$ cat src/include/pcs_pkg.sv
// Purpose: constants for the configuration command and status words
// Assumes: configuration accesses are whole dwords with byte enables
// Notes: status word sits in the upper half of the dword at 04h
package pcs_pkg;
    // ========================================
    // offsets
    localparam logic [7:0] CMD_OFFSET = 8'h04;
    localparam logic [7:0] STS_OFFSET = 8'h06;
    localparam logic [7:0] CAP_PTR_OFFSET = 8'h34;
    // ========================================
    // command field positions
    localparam int CMD_IO_BIT = 0;
    localparam int CMD_MEM_BIT = 1;
    localparam logic [1:0] CMD_ENABLES_RESET = 2'h0;
    // ========================================
    // status field positions
    localparam int STS_WORD_LSB = 16;
    localparam int STS_PARITY_ERR_BIT = 15;
    localparam int STS_SYS_ERR_BIT = 14;
    localparam int STS_MASTER_ABORT_BIT = 13;
    localparam int STS_TARGET_ABORT_RX_BIT = 12;
    localparam int STS_TARGET_ABORT_TX_BIT = 11;
    localparam int STS_SEL_LO_BIT = 9;
    localparam int STS_MASTER_PARITY_BIT = 8;
    localparam int STS_FAST_B2B_BIT = 7;
    localparam int STS_HIGH_SPEED_BIT = 5;
    localparam int STS_CAP_LIST_BIT = 4;
    // ========================================
    // fixed status values, capability pointer and reset values
    localparam logic [1:0] SEL_TIMING_MEDIUM = 2'h1;
    localparam logic FAST_B2B_VALUE = 1'b0;
    localparam logic HIGH_SPEED_VALUE = 1'b0;
    localparam logic CAP_LIST_VALUE = 1'b1;
    localparam logic [7:0] CAP_PTR_VALUE = 8'h40;
    localparam logic [5:0] FLAGS_RESET = 6'h00;
    localparam logic [31:0] RDATA_RESET = 32'h00000000;
    localparam logic ACK_RESET = 1'b0;
endpackage

$ cat src/logic/pcs_config_regs.sv
// Purpose: command enables and read-only status word of a bus function
// Assumes: one clock, synchronous active-high reset, dword config accesses
// Notes: flags are sticky until reset; status ignores every write
//
// Operation
// - memory space enable set claims memory accesses, cleared ignores them
// - io space enable set claims io accesses, cleared ignores them
// - reset forces both space enables to zero
// - sixteen-bit status word records bus events, writes cannot change it
// - read-only speed bit: zero means 33 MHz only, one means 66 MHz
// - read-only bit shows whether offset 34h holds a capability pointer
// - with capability bit one, offset 34h returns pointer to first entry
// - with capability bit zero, no capability list exists
`timescale 1ns/1ps
module pcs_config_regs (
    input wire logic mclk,
    input wire logic rst,
    input wire logic cfg_sel,
    input wire logic cfg_wr,
    input wire logic [7:0] cfg_addr,
    input wire logic [3:0] cfg_be,
    input wire logic [31:0] cfg_wdata,
    output logic [31:0] cfg_rdata,
    output logic cfg_ack,
    input wire logic mem_hit,
    input wire logic io_hit,
    output logic mem_claim,
    output logic io_claim,
    input wire logic ev_parity_err,
    input wire logic ev_serr,
    input wire logic ev_master_abort,
    input wire logic ev_target_abort_rx,
    input wire logic ev_target_abort_tx,
    input wire logic ev_master_parity
);
    // ========================================
    // decode
    function automatic logic dword_is(input logic [7:0] a, input logic [7:0] off);
        dword_is = (a[7:2] == off[7:2]);
    endfunction

    logic memory_space_enable_reg;
    logic io_space_enable_reg;
    logic memory_space_enable_next;
    logic io_space_enable_next;
    logic [5:0] flags_reg;
    logic [5:0] flags_next;
    logic [31:0] cfg_rdata_next;
    logic [15:0] status_word;
    logic [15:0] command_word;
    logic [1:0] target_select_timing;
    logic capability_list_present;
    logic high_speed_bus_capable;
    logic cmd_write;
    logic hit_cmd;
    logic hit_cap;
    logic [5:0] events;
    logic [31:0] cfg_rdata_reg;
    logic cfg_ack_reg;
    logic cfg_ack_next;
    logic rd_req;
    logic rd_cmd;
    logic rd_cap;
    logic [7:0] cap_ptr_byte;
    logic [15:0] rdata_status;

    assign hit_cmd = dword_is(cfg_addr, pcs_pkg::CMD_OFFSET);
    assign hit_cap = dword_is(cfg_addr, pcs_pkg::CAP_PTR_OFFSET);
    assign cmd_write = cfg_sel & cfg_wr & hit_cmd & cfg_be[0];
    assign memory_space_enable_next = cmd_write ? cfg_wdata[pcs_pkg::CMD_MEM_BIT]
                                                : memory_space_enable_reg;
    assign io_space_enable_next = cmd_write ? cfg_wdata[pcs_pkg::CMD_IO_BIT]
                                            : io_space_enable_reg;

    // ========================================
    // space claim gating
    assign mem_claim = mem_hit & memory_space_enable_reg;
    assign io_claim = io_hit & io_space_enable_reg;

    // ========================================
    // status word, fixed fields and sticky flags
    assign target_select_timing = pcs_pkg::SEL_TIMING_MEDIUM;
    assign capability_list_present = pcs_pkg::CAP_LIST_VALUE;
    assign high_speed_bus_capable = pcs_pkg::HIGH_SPEED_VALUE;
    assign events = {ev_parity_err, ev_serr, ev_master_abort,
                     ev_target_abort_rx, ev_target_abort_tx, ev_master_parity};
    assign flags_next = flags_reg | events;
    assign command_word = {14'h0000, memory_space_enable_reg, io_space_enable_reg};
    assign status_word = {flags_reg[5:1], target_select_timing, flags_reg[0],
                          pcs_pkg::FAST_B2B_VALUE, 1'b0, high_speed_bus_capable,
                          capability_list_present, 4'h0};

    // ========================================
    // read path
    assign rd_req = cfg_sel & ~cfg_wr;
    assign rd_cmd = rd_req & hit_cmd;
    assign rd_cap = rd_req & hit_cap;
    assign cap_ptr_byte = capability_list_present ? pcs_pkg::CAP_PTR_VALUE
                                                  : 8'h00;
    assign cfg_rdata_next = rd_cmd ? {status_word, command_word}
                          : rd_cap ? {24'h000000, cap_ptr_byte}
                          : 32'h00000000;
    assign cfg_ack_next = cfg_sel;
    assign cfg_rdata = cfg_rdata_reg;
    assign cfg_ack = cfg_ack_reg;
    assign rdata_status = cfg_rdata[31:16];

    // ========================================
    // registers
    always_ff @(posedge mclk)
    begin
        if (rst)
        begin
            {memory_space_enable_reg, io_space_enable_reg}
                <= pcs_pkg::CMD_ENABLES_RESET;
            flags_reg <= pcs_pkg::FLAGS_RESET;
            cfg_rdata_reg <= pcs_pkg::RDATA_RESET;
            cfg_ack_reg <= pcs_pkg::ACK_RESET;
        end
        else
        begin
            memory_space_enable_reg <= memory_space_enable_next;
            io_space_enable_reg <= io_space_enable_next;
            flags_reg <= flags_next;
            cfg_rdata_reg <= cfg_rdata_next;
            cfg_ack_reg <= cfg_ack_next;
        end
    end

    // ========================================
    // checks: command enables and claims
    a_mem_claim_gate: assert property (@(posedge mclk) disable iff (rst)
        cmd_write ##1 mem_hit |-> mem_claim == $past(cfg_wdata[pcs_pkg::CMD_MEM_BIT]))
        else $error("memory claim does not follow enable");
    a_io_claim_gate: assert property (@(posedge mclk) disable iff (rst)
        cmd_write && !cfg_wdata[pcs_pkg::CMD_IO_BIT] ##1 io_hit |-> !io_claim)
        else $error("io claimed after io enable cleared");
    a_io_enable_claim: assert property (@(posedge mclk) disable iff (rst)
        cmd_write && cfg_wdata[pcs_pkg::CMD_IO_BIT] ##1 io_hit |-> io_claim)
        else $error("io not claimed after io enable set");
    a_mem_enable_write: assert property (@(posedge mclk) disable iff (rst)
        cmd_write |=> memory_space_enable_reg == $past(cfg_wdata[pcs_pkg::CMD_MEM_BIT]))
        else $error("memory enable not written");
    a_io_enable_write: assert property (@(posedge mclk) disable iff (rst)
        cmd_write |=> io_space_enable_reg == $past(cfg_wdata[pcs_pkg::CMD_IO_BIT]))
        else $error("io enable not written");
    a_enables_hold: assert property (@(posedge mclk) disable iff (rst)
        !cmd_write |=> $stable(memory_space_enable_reg) && $stable(io_space_enable_reg))
        else $error("space enables changed without a command write");
    a_command_readback: assert property (@(posedge mclk) disable iff (rst)
        rd_cmd |=> cfg_rdata[pcs_pkg::CMD_MEM_BIT] == $past(memory_space_enable_reg)
                   && cfg_rdata[pcs_pkg::CMD_IO_BIT] == $past(io_space_enable_reg))
        else $error("command enables read back wrong");
    a_enables_reset: assert property (@(posedge mclk)
        rst |=> !memory_space_enable_reg && !io_space_enable_reg)
        else $error("space enables not cleared by reset");
    a_claims_reset: assert property (@(posedge mclk)
        rst |=> !mem_claim && !io_claim)
        else $error("space claimed right after reset");

    // ========================================
    // checks: status word
    a_status_write_ignored: assert property (@(posedge mclk) disable iff (rst)
        (cfg_sel && cfg_wr && events == 6'h00) |=> $stable(status_word))
        else $error("status word changed by a write");
    a_read_status: assert property (@(posedge mclk) disable iff (rst)
        rd_cmd |=> rdata_status == $past(status_word))
        else $error("status word reads wrong");
    a_write_no_data: assert property (@(posedge mclk) disable iff (rst)
        cfg_sel && cfg_wr |=> cfg_rdata == 32'h00000000)
        else $error("write returned read data");
    a_speed_bit_fixed: assert property (@(posedge mclk) disable iff (rst)
        rd_cmd |=> cfg_ack && rdata_status[pcs_pkg::STS_HIGH_SPEED_BIT] == 1'b0)
        else $error("speed bit reads wrong");
    a_cap_bit_set: assert property (@(posedge mclk) disable iff (rst)
        rd_cmd |=> rdata_status[pcs_pkg::STS_CAP_LIST_BIT] == pcs_pkg::CAP_LIST_VALUE)
        else $error("capability bit reads wrong");
    a_timing_medium: assert property (@(posedge mclk) disable iff (rst)
        rd_cmd |=> rdata_status[pcs_pkg::STS_SEL_LO_BIT +: 2] == 2'h1)
        else $error("target select timing not medium");
    a_flags_reset: assert property (@(posedge mclk)
        rst |=> flags_reg == pcs_pkg::FLAGS_RESET)
        else $error("status flags not cleared by reset");

    // ========================================
    // checks: event flags
    a_flag_sticky: assert property (@(posedge mclk) disable iff (rst)
        ev_serr |=> status_word[pcs_pkg::STS_SYS_ERR_BIT] [*3])
        else $error("system error flag not sticky");
    a_parity_flag: assert property (@(posedge mclk) disable iff (rst)
        ev_parity_err |=> status_word[pcs_pkg::STS_PARITY_ERR_BIT])
        else $error("parity error flag not set");
    a_master_abort_flag: assert property (@(posedge mclk) disable iff (rst)
        ev_master_abort |=> status_word[pcs_pkg::STS_MASTER_ABORT_BIT])
        else $error("master abort flag not set");
    a_abort_rx_flag: assert property (@(posedge mclk) disable iff (rst)
        ev_target_abort_rx |=> status_word[pcs_pkg::STS_TARGET_ABORT_RX_BIT])
        else $error("received target abort flag not set");
    a_abort_tx_flag: assert property (@(posedge mclk) disable iff (rst)
        ev_target_abort_tx |=> status_word[pcs_pkg::STS_TARGET_ABORT_TX_BIT])
        else $error("signaled target abort flag not set");
    a_master_parity_flag: assert property (@(posedge mclk) disable iff (rst)
        ev_master_parity |=> status_word[pcs_pkg::STS_MASTER_PARITY_BIT])
        else $error("master parity flag not set");

    // ========================================
    // checks: capability pointer
    a_cap_pointer: assert property (@(posedge mclk) disable iff (rst)
        rd_cap && capability_list_present
        |=> cfg_rdata[7:0] == pcs_pkg::CAP_PTR_VALUE && cfg_rdata[31:8] == 24'h000000)
        else $error("capability pointer reads wrong");
    a_no_list_no_ptr: assert property (@(posedge mclk) disable iff (rst)
        rd_cap |=> (cfg_rdata[7:0] != 8'h00) == $past(capability_list_present))
        else $error("pointer presence does not match capability bit");
    a_cap_ptr_aligned: assert property (@(posedge mclk) disable iff (rst)
        rd_cap && capability_list_present |=> cfg_rdata[1:0] == 2'h0 && cfg_rdata[7:2] != 6'h00)
        else $error("capability pointer not a valid dword offset");

    // ========================================
    // checks: read path
    a_ack_follows_sel: assert property (@(posedge mclk) disable iff (rst)
        1'b1 |=> cfg_ack == $past(cfg_sel))
        else $error("acknowledge does not follow select");
    a_other_read_zero: assert property (@(posedge mclk) disable iff (rst)
        rd_req && !hit_cmd && !hit_cap |=> cfg_rdata == 32'h00000000)
        else $error("unmapped read returned data");
endmodule // pcs_config_regs

$ cat config.mk
export PLATFORM = sky130hd
export DESIGN_NAME = pcs_config_regs
export DESIGN_NICKNAME = d
export VERILOG_FILES = /design/src/include/pcs_pkg.sv /design/src/logic/pcs_config_regs.sv
export SDC_FILE = /design/constraint.sdc
export NUM_CORES = 1
export LEC_CHECK = 0
export BUFFER_PORTS_ARGS = -buffer_cell sky130_fd_sc_hd__buf_2
export CAP_MARGIN = 15
export CELL_PAD_IN_SITES_DETAIL_PLACEMENT = 1
export CELL_PAD_IN_SITES_GLOBAL_PLACEMENT = 2
export CORE_ASPECT_RATIO = 0.8
export CORE_UTILIZATION = 15
export DETAILED_ROUTE_END_ITERATION = 8
export PLACE_DENSITY_LB_ADDON = 0.1
export SLEW_MARGIN = 10
export SYNTH_ARGS = -nofsm -noshare
export SYNTH_HDL_FRONTEND = slang
export SYNTH_SLANG_ARGS = --single-unit
$ cat constraint.sdc
create_clock -name mclk -period 1.1 [get_ports mclk]
set_input_delay 0.11 -clock mclk [delete_from_list [all_inputs] [get_ports mclk]]
set_output_delay 0.11 -clock mclk [all_outputs]
set_load 0.03 [all_outputs]
# Yosys cells after proc, flatten, opt, wreduce, memory -nomap -nowiden
# Cells that the tools add are included.
# op_classes
eq_ne,2
n_mux,2
n_bitwise,10
reduce_logical,1
# op_table
operator,count
32-bit two-way mux,1
1-bit AND,8
7-bit two-way mux,1
6-bit by 1-bit equality test with 1-bit output (second input constant),1
6-bit by 4-bit equality test with 1-bit output (second input constant),1
6-bit bitwise OR,1
2-bit OR reduction,1
1-bit inverter,1
# totals
register_bits,41
inputBits,56
output_inout_bits,35
word_cells,21

# Depth between registers and ports, before layout
# Gate-level depths: netlist (run 1).
# logic_depth
word_depth,5
ltp_mapped,3
ltp_nobuf,3

# Worst setup path before layout (run 1)
# No wires, ideal clock.
# synth_timing
path_type,in2reg
from,input cfg_addr[3]
to,register io_space_enable_reg
arrival_ns,0.806
path_slack_ns,0.222
cell_stages,3
cell_sequence,nor4b_4 > and3_1 > mux2i_1
# synth_via
elab_chain_cells,3
# synth_lines
element,line,rtl
"start, declared",pcs_config_regs.sv:20,"input wire logic [7:0] cfg_addr,"
6-bit by 1-bit equality test with 1-bit output,pcs_config_regs.sv:39,dword_is = (a[7:2] == off[7:2]);
1-bit AND (2 in a row),pcs_config_regs.sv:69,assign cmd_write = cfg_sel & cfg_wr & hit_cmd & cfg_be[0];
"end signal, assigned",pcs_config_regs.sv:123,io_space_enable_reg <= io_space_enable_next;
"end, declared",pcs_config_regs.sv:43,logic io_space_enable_reg;
# No other way between the ends.
# A chain may end at the register's enable or synchronous reset.

# Final worst setup path (run 1)
# layout_timing
from,register io_space_enable_reg
to,output io_claim
# layout_via
elab_chain_cells,1
# layout_lines
element,line,rtl
1-bit AND,pcs_config_regs.sv:78,assign io_claim = io_hit & io_space_enable_reg;
"end, declared",pcs_config_regs.sv:28,"output logic io_claim,"
# No other way between the ends.

==> impl_metrics.env, run 1 <==
export IMPL_multi_input_comb_area_um2=313
export IMPL_cap_violations=0
export IMPL_syn_area_um2=802
export IMPL_min_delay_start="ev_target_abort_tx"
export IMPL_power_switching_uw=383
export IMPL_power_frac_seq_pct=51.3
export IMPL_crit_start="io_space_enable_reg"
export IMPL_final_setup_tns_ns=0
export IMPL_numPortBuffers=34
export IMPL_yosysUniqueCellTypes=19
export IMPL_leakage_nw=0.524
export IMPL_period_share_pct=93.6
export IMPL_postCtsSetupRepairBufs=0
export IMPL_synth_area_per_cell_um2=9.33
export IMPL_power_switching_share_pct=27.6
export IMPL_skew_ns=0.00644
export IMPL_max_freq_mhz=972
export IMPL_required_ns=0.99
export IMPL_largest_register_ffs=10
export IMPL_route_final_wire_length_um=1770
export IMPL_clk_path_buf_depth=2
export IMPL_reg2reg_depth=2
export IMPL_area_delta_synth_final_pct=26.8
export IMPL_critPathKind="reg -> out"
export IMPL_drc=0
export IMPL_drt_first_iter_violations=8
export IMPL_hold_buffers=0
export IMPL_path_clk_slew_ns=0.08
export IMPL_r2r_end="io_space_enable_reg"
export IMPL_htree_num_levels=1
export IMPL_rows=23
export IMPL_pin_count=91
export IMPL_nNetsFinal=180
export IMPL_cts_made_buffers=3
export IMPL_setup_viol=0
export IMPL_comb_power_share_pct=13.7
export IMPL_via_per_inst=3.24
export IMPL_endpoint_kind="output pin"
export IMPL_fp_dieH_um=67.4
export IMPL_regArea_um2=380
export IMPL_drive_gt1_share_pct=33.3
export IMPL_clk_latency_ns=0.25
export IMPL_grt_pass1_wl_um=2900
export IMPL_place_gp_congestion=0.577
export IMPL_ir_worst_vdd_uv=520
export IMPL_ys_ff_latch=19
export IMPL_grt_pass1_vias=591
export IMPL_crit_path_max_fanout=3
export IMPL_ys_warn_count=0
export IMPL_powerDensity_mw_per_mm2=1360
export IMPL_final_hold_viol_count=0
export IMPL_vias=600
export IMPL_internal_power_mw=1.01
export IMPL_dp_hpwl_um=1470
export IMPL_core_area_mm2=0.00506
export IMPL_clkPwrFrac_pct=35.0
export IMPL_dieArea_mm2=0.00564
export IMPL_yosysSeqAreaShare_pct=47.4
export IMPL_rsz0062_at_grt="false"
export IMPL_wl_per_cell_um=9.54
export IMPL_grt_util_all_layers_pct=6.63
export IMPL_cts_root_buf="clkbuf_8"
export IMPL_postSynthCellCount=86
export IMPL_cts_sink_count=19
export IMPL_slew_viol_final=0
export IMPL_overflow=0
export IMPL_crit_arrival_ns=0.92
export IMPL_rrSetupSlack_ns=0.51
export IMPL_start_util_pct=15.8
export IMPL_worstHoldPathType="in -> reg"
export IMPL_holdWs_ns=0.0613
export IMPL_antenna_found_initial=0
export IMPL_min_path_cells=3
export IMPL_fill_cells=622
export IMPL_diodes=0
export IMPL_critPathLaunchType="flip-flop"
export IMPL_fp_dieW_um=83.8
export IMPL_drt_pass1_iter_count=4
export IMPL_period_needed_ns=1.03
export IMPL_postCtsResizedCells=0
export IMPL_regToRegStartpoint="io_space_enable_reg"
export IMPL_status="completed"
export IMPL_ant_nets=0
export IMPL_tritoncts="yes"
export IMPL_grt_max_degree=13
export IMPL_crit_path_end="io_claim"
[critical path, stage by stage (launching register included)]
cell,delay [ns]
dfxtp_1,0.35
and2_1,0.13
buf_2,0.19
[metal layers]
metal | global-route usage [%] | wire (µm) | up-vias
li1 | - | - | 298
met4 | 1.27 | 21 | 0
met3 | 2.69 | 152 | 2
met5 | 0 | 0 | -
met2 | 10.4 | 786 | 31
met1 | 8.68 | 804 | 269
[final cells by class]
cell class | count | area share (%)
repair buffers | 36 | 18.2
well taps | 62 | 7.63
clock inverters | 1 | 0.492
clock buffers | 3 | 4.06
flip-flops and latches | 19 | 37.4
multi-input cells | 60 | 30.8
inverters | 4 | 1.48
[stage by stage]
| stage | instance area (µm²) | utilization (%) | total power [mW] | worst slack, ns | instances |
|---|---|---|---|---|---|
| 2_1_floorplan | 877 | - | 0.915 | 0.222 | 106 |
| 3_3_place_gp | 971 | 19.2 | 0.915 | 0.00242 | 181 |
| 3_5_place_dp | 971 | 19.2 | 0.919 | 0.000950 | 181 |
| 4_1_cts | 1020 | 20.1 | 1.42 | 0.0429 | 185 |
| 5_1_grt | 1020 | 20.1 | 1.48 | 0.00238 | 185 |
| 6_report | 1020 | 20.1 | 1.39 | 0.0709 | 185 |
[cell families after synthesis]
kind of cell           synth area share (%)
flip-flops                             47.4
multiplexers                           2.50
buffers and inverters                  22.9
other                                 0.468
AND/OR/NAND/NOR                        26.7
[power groups by stage]
stage | Clock (mW) | Combinational, mW | Sequential (mW)
finish | 0.486 | 0.190 | 0.712
global placement | 0 | 0.187 | 0.728
global route | 0.554 | 0.207 | 0.715
detailed placement | 0 | 0.190 | 0.729
floorplan | 0 | 0.183 | 0.732
CTS | 0.516 | 0.190 | 0.712
[cells in the final DEF, fill, tap and decap left out, types with 2 or more instances in the layout]
cell | synthesis | routed
and2_1 | 7 | 7
buf_2 | 0 | 34
buf_4 | 22 | 2
clkbuf_8 | 0 | 3
conb_1 | 1 | 21
dfxtp_1 | 19 | 19
inv_1 | 4 | 4
mux2i_1 | 2 | 2
nand2b_1 | 4 | 4
nor2_1 | 15 | 15
nor3_1 | 2 | 2
[synthesized netlist by cell type]
master,instances,area share (%)
dfxtp_1,19,47
inv_1,4,1.9
conb_1,1,0.47
clkbuf_1,1,0.47
buf_4,22,21
nand2b_1,4,3.1
nor3_1,2,1.2
nor2_1,15,7.0
nand2_1,1,0.47
nor4b_4,1,3.0
nor4_1,1,0.78
nand3_1,1,0.62
nand3b_1,1,0.94
and3_1,1,0.78
and2_1,7,5.5
and4b_1,1,1.2
nor4bb_1,1,1.2
nor2b_1,1,0.78
mux2i_1,2,2.5
[worst min-delay path by stage]
| stage | endpoint | slack, ns |
|---|---|---|
| after CTS | cfg_rdata[6] | 0.06 |
| final | flags_reg[1] | 0.06 |
| after detailed placement | flags_reg[0] | 0.33 |
| after global routing | flags_reg[4] | 0.06 |
| after global placement | flags_reg[1] | 0.32 |
| after floorplan | cfg_rdata[6] | 0.19 |
(Power assumes the default switching activity.)
==> run 2, diff against run 1 <==
- CORE_UTILIZATION: 15 -> 16
- clock period: 1.1 -> 1.3 ns (I/O delays scaled with it)
==> run 2 against run 1 <==
Against the previous run:
- sequential share of layout area up 0.66 points
- cell area is 1.7% lower
- hold slack better by 0.019 ns
- clock skew decreased by 0.0051 ns
- cell count is 2.2% lower
- largest power group unchanged
==> impl_metrics.env, run 2 (synthesis results as in run 1) <==
export IMPL_status="completed"
export IMPL_cts_sink_count=19
export IMPL_clkPwrFrac_pct=35.4
export IMPL_instances_no_fill=181
export IMPL_hold_buffers=0
export IMPL_final_setup_tns_ns=0
export IMPL_clk_path_buf_depth=2
export IMPL_drive_gt1_share_pct=32.2
export IMPL_via_per_inst=3.27
export IMPL_grt_max_degree=15
export IMPL_fin_area_um2=1000
export IMPL_postCtsSetupRepairBufs=0
export IMPL_fp_dieW_um=81.2
export IMPL_comb_power_share_pct=13.3
export IMPL_grt_pass1_wl_um=2670
export IMPL_slew_viol_final=0
export IMPL_vias=592
export IMPL_cts_root_buf="clkbuf_8"
export IMPL_holdWs_ns=0.0803
export IMPL_diodes=0
export IMPL_final_hold_viol_count=0
export IMPL_cts_made_buffers=3
export IMPL_fill_cells=567
export IMPL_critPathKind="reg -> out"
export IMPL_fp_dieH_um=65.3
export IMPL_dieArea_mm2=0.00530
export IMPL_powerDensity_mw_per_mm2=1180
export IMPL_route_final_wire_length_um=1730
export IMPL_drc=0
export IMPL_power_mw=1.18
export IMPL_tritoncts="yes"
export IMPL_skew_ns=0.00133
export IMPL_rows=22
export IMPL_internal_power_uw=848
export IMPL_final_cell_mix="buf_2 (34), conb_1 (21), dfxtp_1 (19)"
export IMPL_required_ns=1.17
export IMPL_pin_count=91
export IMPL_drt_first_iter_violations=15
export IMPL_period_share_pct=80.6
export IMPL_antenna_found_initial=0
export IMPL_place_gp_congestion=0.606
export IMPL_start_util_pct=17.0
export IMPL_setup_viol=0
export IMPL_numPortBuffers=34
export IMPL_drt_pass1_iter_count=2
export IMPL_area_delta_synth_final_pct=24.6
export IMPL_crit_arrival_ns=0.92
export IMPL_max_freq_mhz=955
export IMPL_placed_cells=177
export IMPL_overflow=0
export IMPL_grt_util_all_layers_pct=7.24
export IMPL_postCtsResizedCells=0
export IMPL_htree_num_levels=1
export IMPL_dp_hpwl_um=1390
export IMPL_power_frac_seq_pct=51.3
export IMPL_core_area_mm2=0.00471
export IMPL_nNetsFinal=178
export IMPL_worstHoldPathType="in -> reg"
export IMPL_rsz0062_at_grt="false"
export IMPL_largest_register_ffs=10
export IMPL_period_needed_ns=1.05
export IMPL_ant_nets=0
export IMPL_placed_area_um2=953
export IMPL_clk_latency_ns=0.25
export IMPL_crit_path_max_fanout=3
export IMPL_grt_pass1_vias=562
export IMPL_critPathLaunchType="flip-flop"
export IMPL_layout_commonest_cell="buf_2"
export IMPL_wl_per_cell_um=9.56
export IMPL_leakage_nw=0.514
export IMPL_cap_violations=0
export IMPL_power_switching_uw=327
export IMPL_path_clk_slew_ns=0.07
export IMPL_endpoint_kind="output pin"
export IMPL_ir_worst_vdd_uv=267
export IMPL_power_switching_share_pct=27.8
-- run 2: worst paths after layout --
check,start,to,slack [ns],depth (start not counted)
max reg2reg,memory_space_enable_reg,memory_space_enable_reg,0.70,2
min reg2reg,flags_reg[1],cfg_rdata[27],0.43,2
min,cfg_wr,cfg_rdata[6],0.08,2
max,memory_space_enable_reg,mem_claim,0.25,2
-- run 2: critical path, cell delays in order, from the launching register on --
cell     delay (ns)
dfxtp_1        0.35
and2_1         0.12
buf_2          0.19
-- run 2: layer usage --
metal	up-vias	wire length, µm	GRT usage [%]
li1	296	-	-
met5	-	0	0
met3	2	181	3.75
met4	0	27	3.35
met1	262	709	7.75
met2	32	813	11.8
-- run 2: layout make-up --
cell class | instances | area [µm²] | share of cell area [%]
clock inverters | 1 | 5.00 | 0.501
well taps | 60 | 75.1 | 7.51
inverters | 4 | 15.0 | 1.50
clock buffers | 3 | 41.3 | 4.13
repair buffers | 34 | 170 | 17.0
flip-flops and latches | 19 | 380 | 38.0
multi-input cells | 60 | 313 | 31.3
-- run 2: power by group through the flow --
stage	Sequential, mW	Clock, mW	Combinational, mW
after CTS	0.603	0.436	0.158
final	0.603	0.416	0.156
after global placement	0.616	0	0.154
after detailed placement	0.617	0	0.158
after floorplan	0.619	0	0.155
after global routing	0.605	0.462	0.170
-- run 2: stage by stage --
| stage | util [%] | worst slack (ns) |
|---|---|---|
| 2_1_floorplan | - | 0.402 |
| 6_report | 21.2 | 0.253 |
| 4_1_cts | 21.2 | 0.236 |
| 3_3_place_gp | 20.3 | 0.135 |
| 5_1_grt | 21.2 | 0.197 |
| 3_5_place_dp | 20.3 | 0.118 |
==> run 3, diff against run 2 <==
- CORE_UTILIZATION: 16 -> 14
- clock period: 1.3 -> 0.9 ns (I/O delays scaled with it)
==> run 3 against run 2 <==
Against the previous run:
- the flow now finishes with violations (setup timing)
- combinational power up 51%
- clock skew up 0.0039 ns
- sequential share of layout area down 3.3 points
- cell count up 14%
- clock power up 43%
- cell area up 10%
- utilization down 1.2 points
- critical path type unchanged
- largest cell class unchanged
- highest routed layer unchanged
==> impl_metrics.env, run 3 (synthesis results as in run 1) <==
export IMPL_status="complete, but fails checks"
export IMPL_violations="setup timing"
export IMPL_ant_nets=0
export IMPL_rsz0062_at_grt="true"
export IMPL_regToRegStartpoint="io_space_enable_reg"
export IMPL_period_share_pct=104
export IMPL_cap_violations=0
export IMPL_holdWs_ns=0.0312
export IMPL_critPathLaunchType="flip-flop"
export IMPL_via_per_inst=2.94
export IMPL_skew_ns=0.00520
export IMPL_power_switching_share_pct=27.5
export IMPL_slowest_stage="dfxtp_2"
export IMPL_numPortBuffers=34
export IMPL_internal_power_mw=1.23
export IMPL_crit_chain="and2_4, buf_6"
export IMPL_hold_path_end="cfg_rdata[6]"
export IMPL_cts_made_buffers=3
export IMPL_critPathKind="reg -> out"
export IMPL_layout_commonest_cell="buf_2"
export IMPL_top_layer="met4"
export IMPL_clkPwrFrac_pct=35.0
export IMPL_endpoint_kind="output pin"
export IMPL_power_switching_uw=469
export IMPL_instances_no_fill=206
export IMPL_pin_count=91
export IMPL_wl_met3_um=203
export IMPL_dr_wl_met2_um=772
export IMPL_cts_sink_count=19
export IMPL_m1WireLength_um=848
export IMPL_crit_path_max_fanout=2
export IMPL_fill_cells=667
export IMPL_overflow=0
export IMPL_wl_per_cell_um=9.00
export IMPL_rows=24
export IMPL_core_area_mm2=0.00550
export IMPL_leakage_nw=0.554
export IMPL_powerDensity_mw_per_mm2=1540
export IMPL_slew_viol_final=0
export IMPL_hold_buffers=0
export IMPL_crit_family="flip-flops"
export IMPL_setup_ws_ns=-0.0384
export IMPL_largest_register_ffs=10
export IMPL_drc=0
export IMPL_clk_path_buf_depth=2
export IMPL_timing_critical_path_slowest_cell_delay_ns=0.34
export IMPL_max_freq_mhz=1070
export IMPL_drive_gt1_share_pct=39.1
export IMPL_grt_pass1_wl_um=2730
export IMPL_placed_cells=198
export IMPL_drt_pass1_iter_count=2
export IMPL_grt_pass1_vias=553
export IMPL_path_clk_slew_ns=0.08
export IMPL_nNetsFinal=185
export IMPL_clk_latency_ns=0.26
export IMPL_setup_viol=2
export IMPL_power_frac_seq_pct=51.2
export IMPL_path_buf_inv=1
export IMPL_start_util_pct=14.6
export IMPL_fp_dieW_um=86.6
export IMPL_dp_hpwl_um=1480
export IMPL_worstHoldPathType="in -> reg"
export IMPL_htree_num_levels=1
export IMPL_period_needed_ns=0.938
export IMPL_required_ns=0.81
export IMPL_antenna_found_initial=0
export IMPL_vias=605
export IMPL_min_delay_start="cfg_wr"
export IMPL_comb_power_share_pct=13.8
export IMPL_r2r_end="io_space_enable_reg"
export IMPL_post_place_ws_ns=-0.201
export IMPL_ir_worst_vdd_uv=385
export IMPL_grt_max_degree=12
export IMPL_multi_input_comb_area_um2=318
export IMPL_regArea_um2=383
export IMPL_crit_arrival_ns=0.85
export IMPL_tritoncts="yes"
export IMPL_area_delta_synth_final_pct=37.4
export IMPL_diodes=0
export IMPL_dieArea_mm2=0.00604
export IMPL_rrSetupSlack_ns=0.09
export IMPL_route_final_wire_length_um=1860
export IMPL_final_hold_viol_count=0
export IMPL_grt_util_all_layers_pct=6.23
export IMPL_drt_first_iter_violations=7
export IMPL_place_gp_congestion=0.618
export IMPL_reg2reg_depth=4
export IMPL_min_path_cells=2
export IMPL_final_cell_mix="buf_2 (29), conb_1 (21), dfxtp_1 (17)"
export IMPL_cts_root_buf="clkbuf_8"
export IMPL_fp_dieH_um=69.7
## run 3: cell count changes in the layout (fill, tap and decap cells not counted)
cell	before	now
buf_4	0	7
buf_2	34	29
clkbuf_4	0	3
and2_1	7	5
and2_4	0	2
buf_6	0	2
dfxtp_1	19	17
dfxtp_2	0	2
## run 3: cell type report
cell class	instances	share of cell area, %
Clock inverter	1	0.454
Inverter	4	1.36
Timing Repair Buffer	41	22.0
Sequential cell	19	34.7
Multi-Input combinational cell	60	28.8
Tap cell	78	8.85
Clock buffer	3	3.75
## run 3: metrics by stage
stage          area, µm²  TNS (ns)  total power, mW  util (%)
6_report            1100   -0.0701             1.70      20.1
3_3_place_gp         998     -1.53             1.13      18.2
4_1_cts             1090    -0.109             1.74      19.8
2_1_floorplan        877         0             1.12         -
5_1_grt             1100    -0.153             1.80      20.1
3_5_place_dp         998     -1.83             1.12      18.2
## run 3: worst max path at each step
stage / slack, ns / depth (start not counted) / to / from
after CTS: -0.06 / 2 / io_claim / io_space_enable_reg
final: -0.04 / 2 / io_claim / io_space_enable_reg
after detailed placement: -0.20 / 4 / cfg_rdata[0] / cfg_addr[3]
after global routing: -0.08 / 2 / io_claim / io_space_enable_reg
after floorplan: 0.04 / 3 / io_space_enable_reg / cfg_addr[3]
after global placement: -0.18 / 4 / cfg_rdata[30] / cfg_addr[3]
## run 3: metal layers
metal  track usage (%)  vias up
met5                 0        -
met4              2.78        0
met3              3.33        2
met2              8.91       35
met1              7.64      259
li1                  -      309
## run 3: power groups by stage
stage | registers, mW | clock network, mW | logic (mW)
after global routing | 0.873 | 0.668 | 0.254
after CTS | 0.871 | 0.631 | 0.235
after floorplan | 0.894 | 0 | 0.224
after global placement | 0.890 | 0 | 0.236
final | 0.871 | 0.596 | 0.235
after detailed placement | 0.891 | 0 | 0.234
## run 3: what timing repair did
| action | in CTS | in global routing |
|---|---|---|
| setup buffers | 3 | 1 |
| gates resized for setup | 8 | 3 |
| endpoints found under the setup margin | 2 | 4 |
| pin swaps | 0 | 0 |
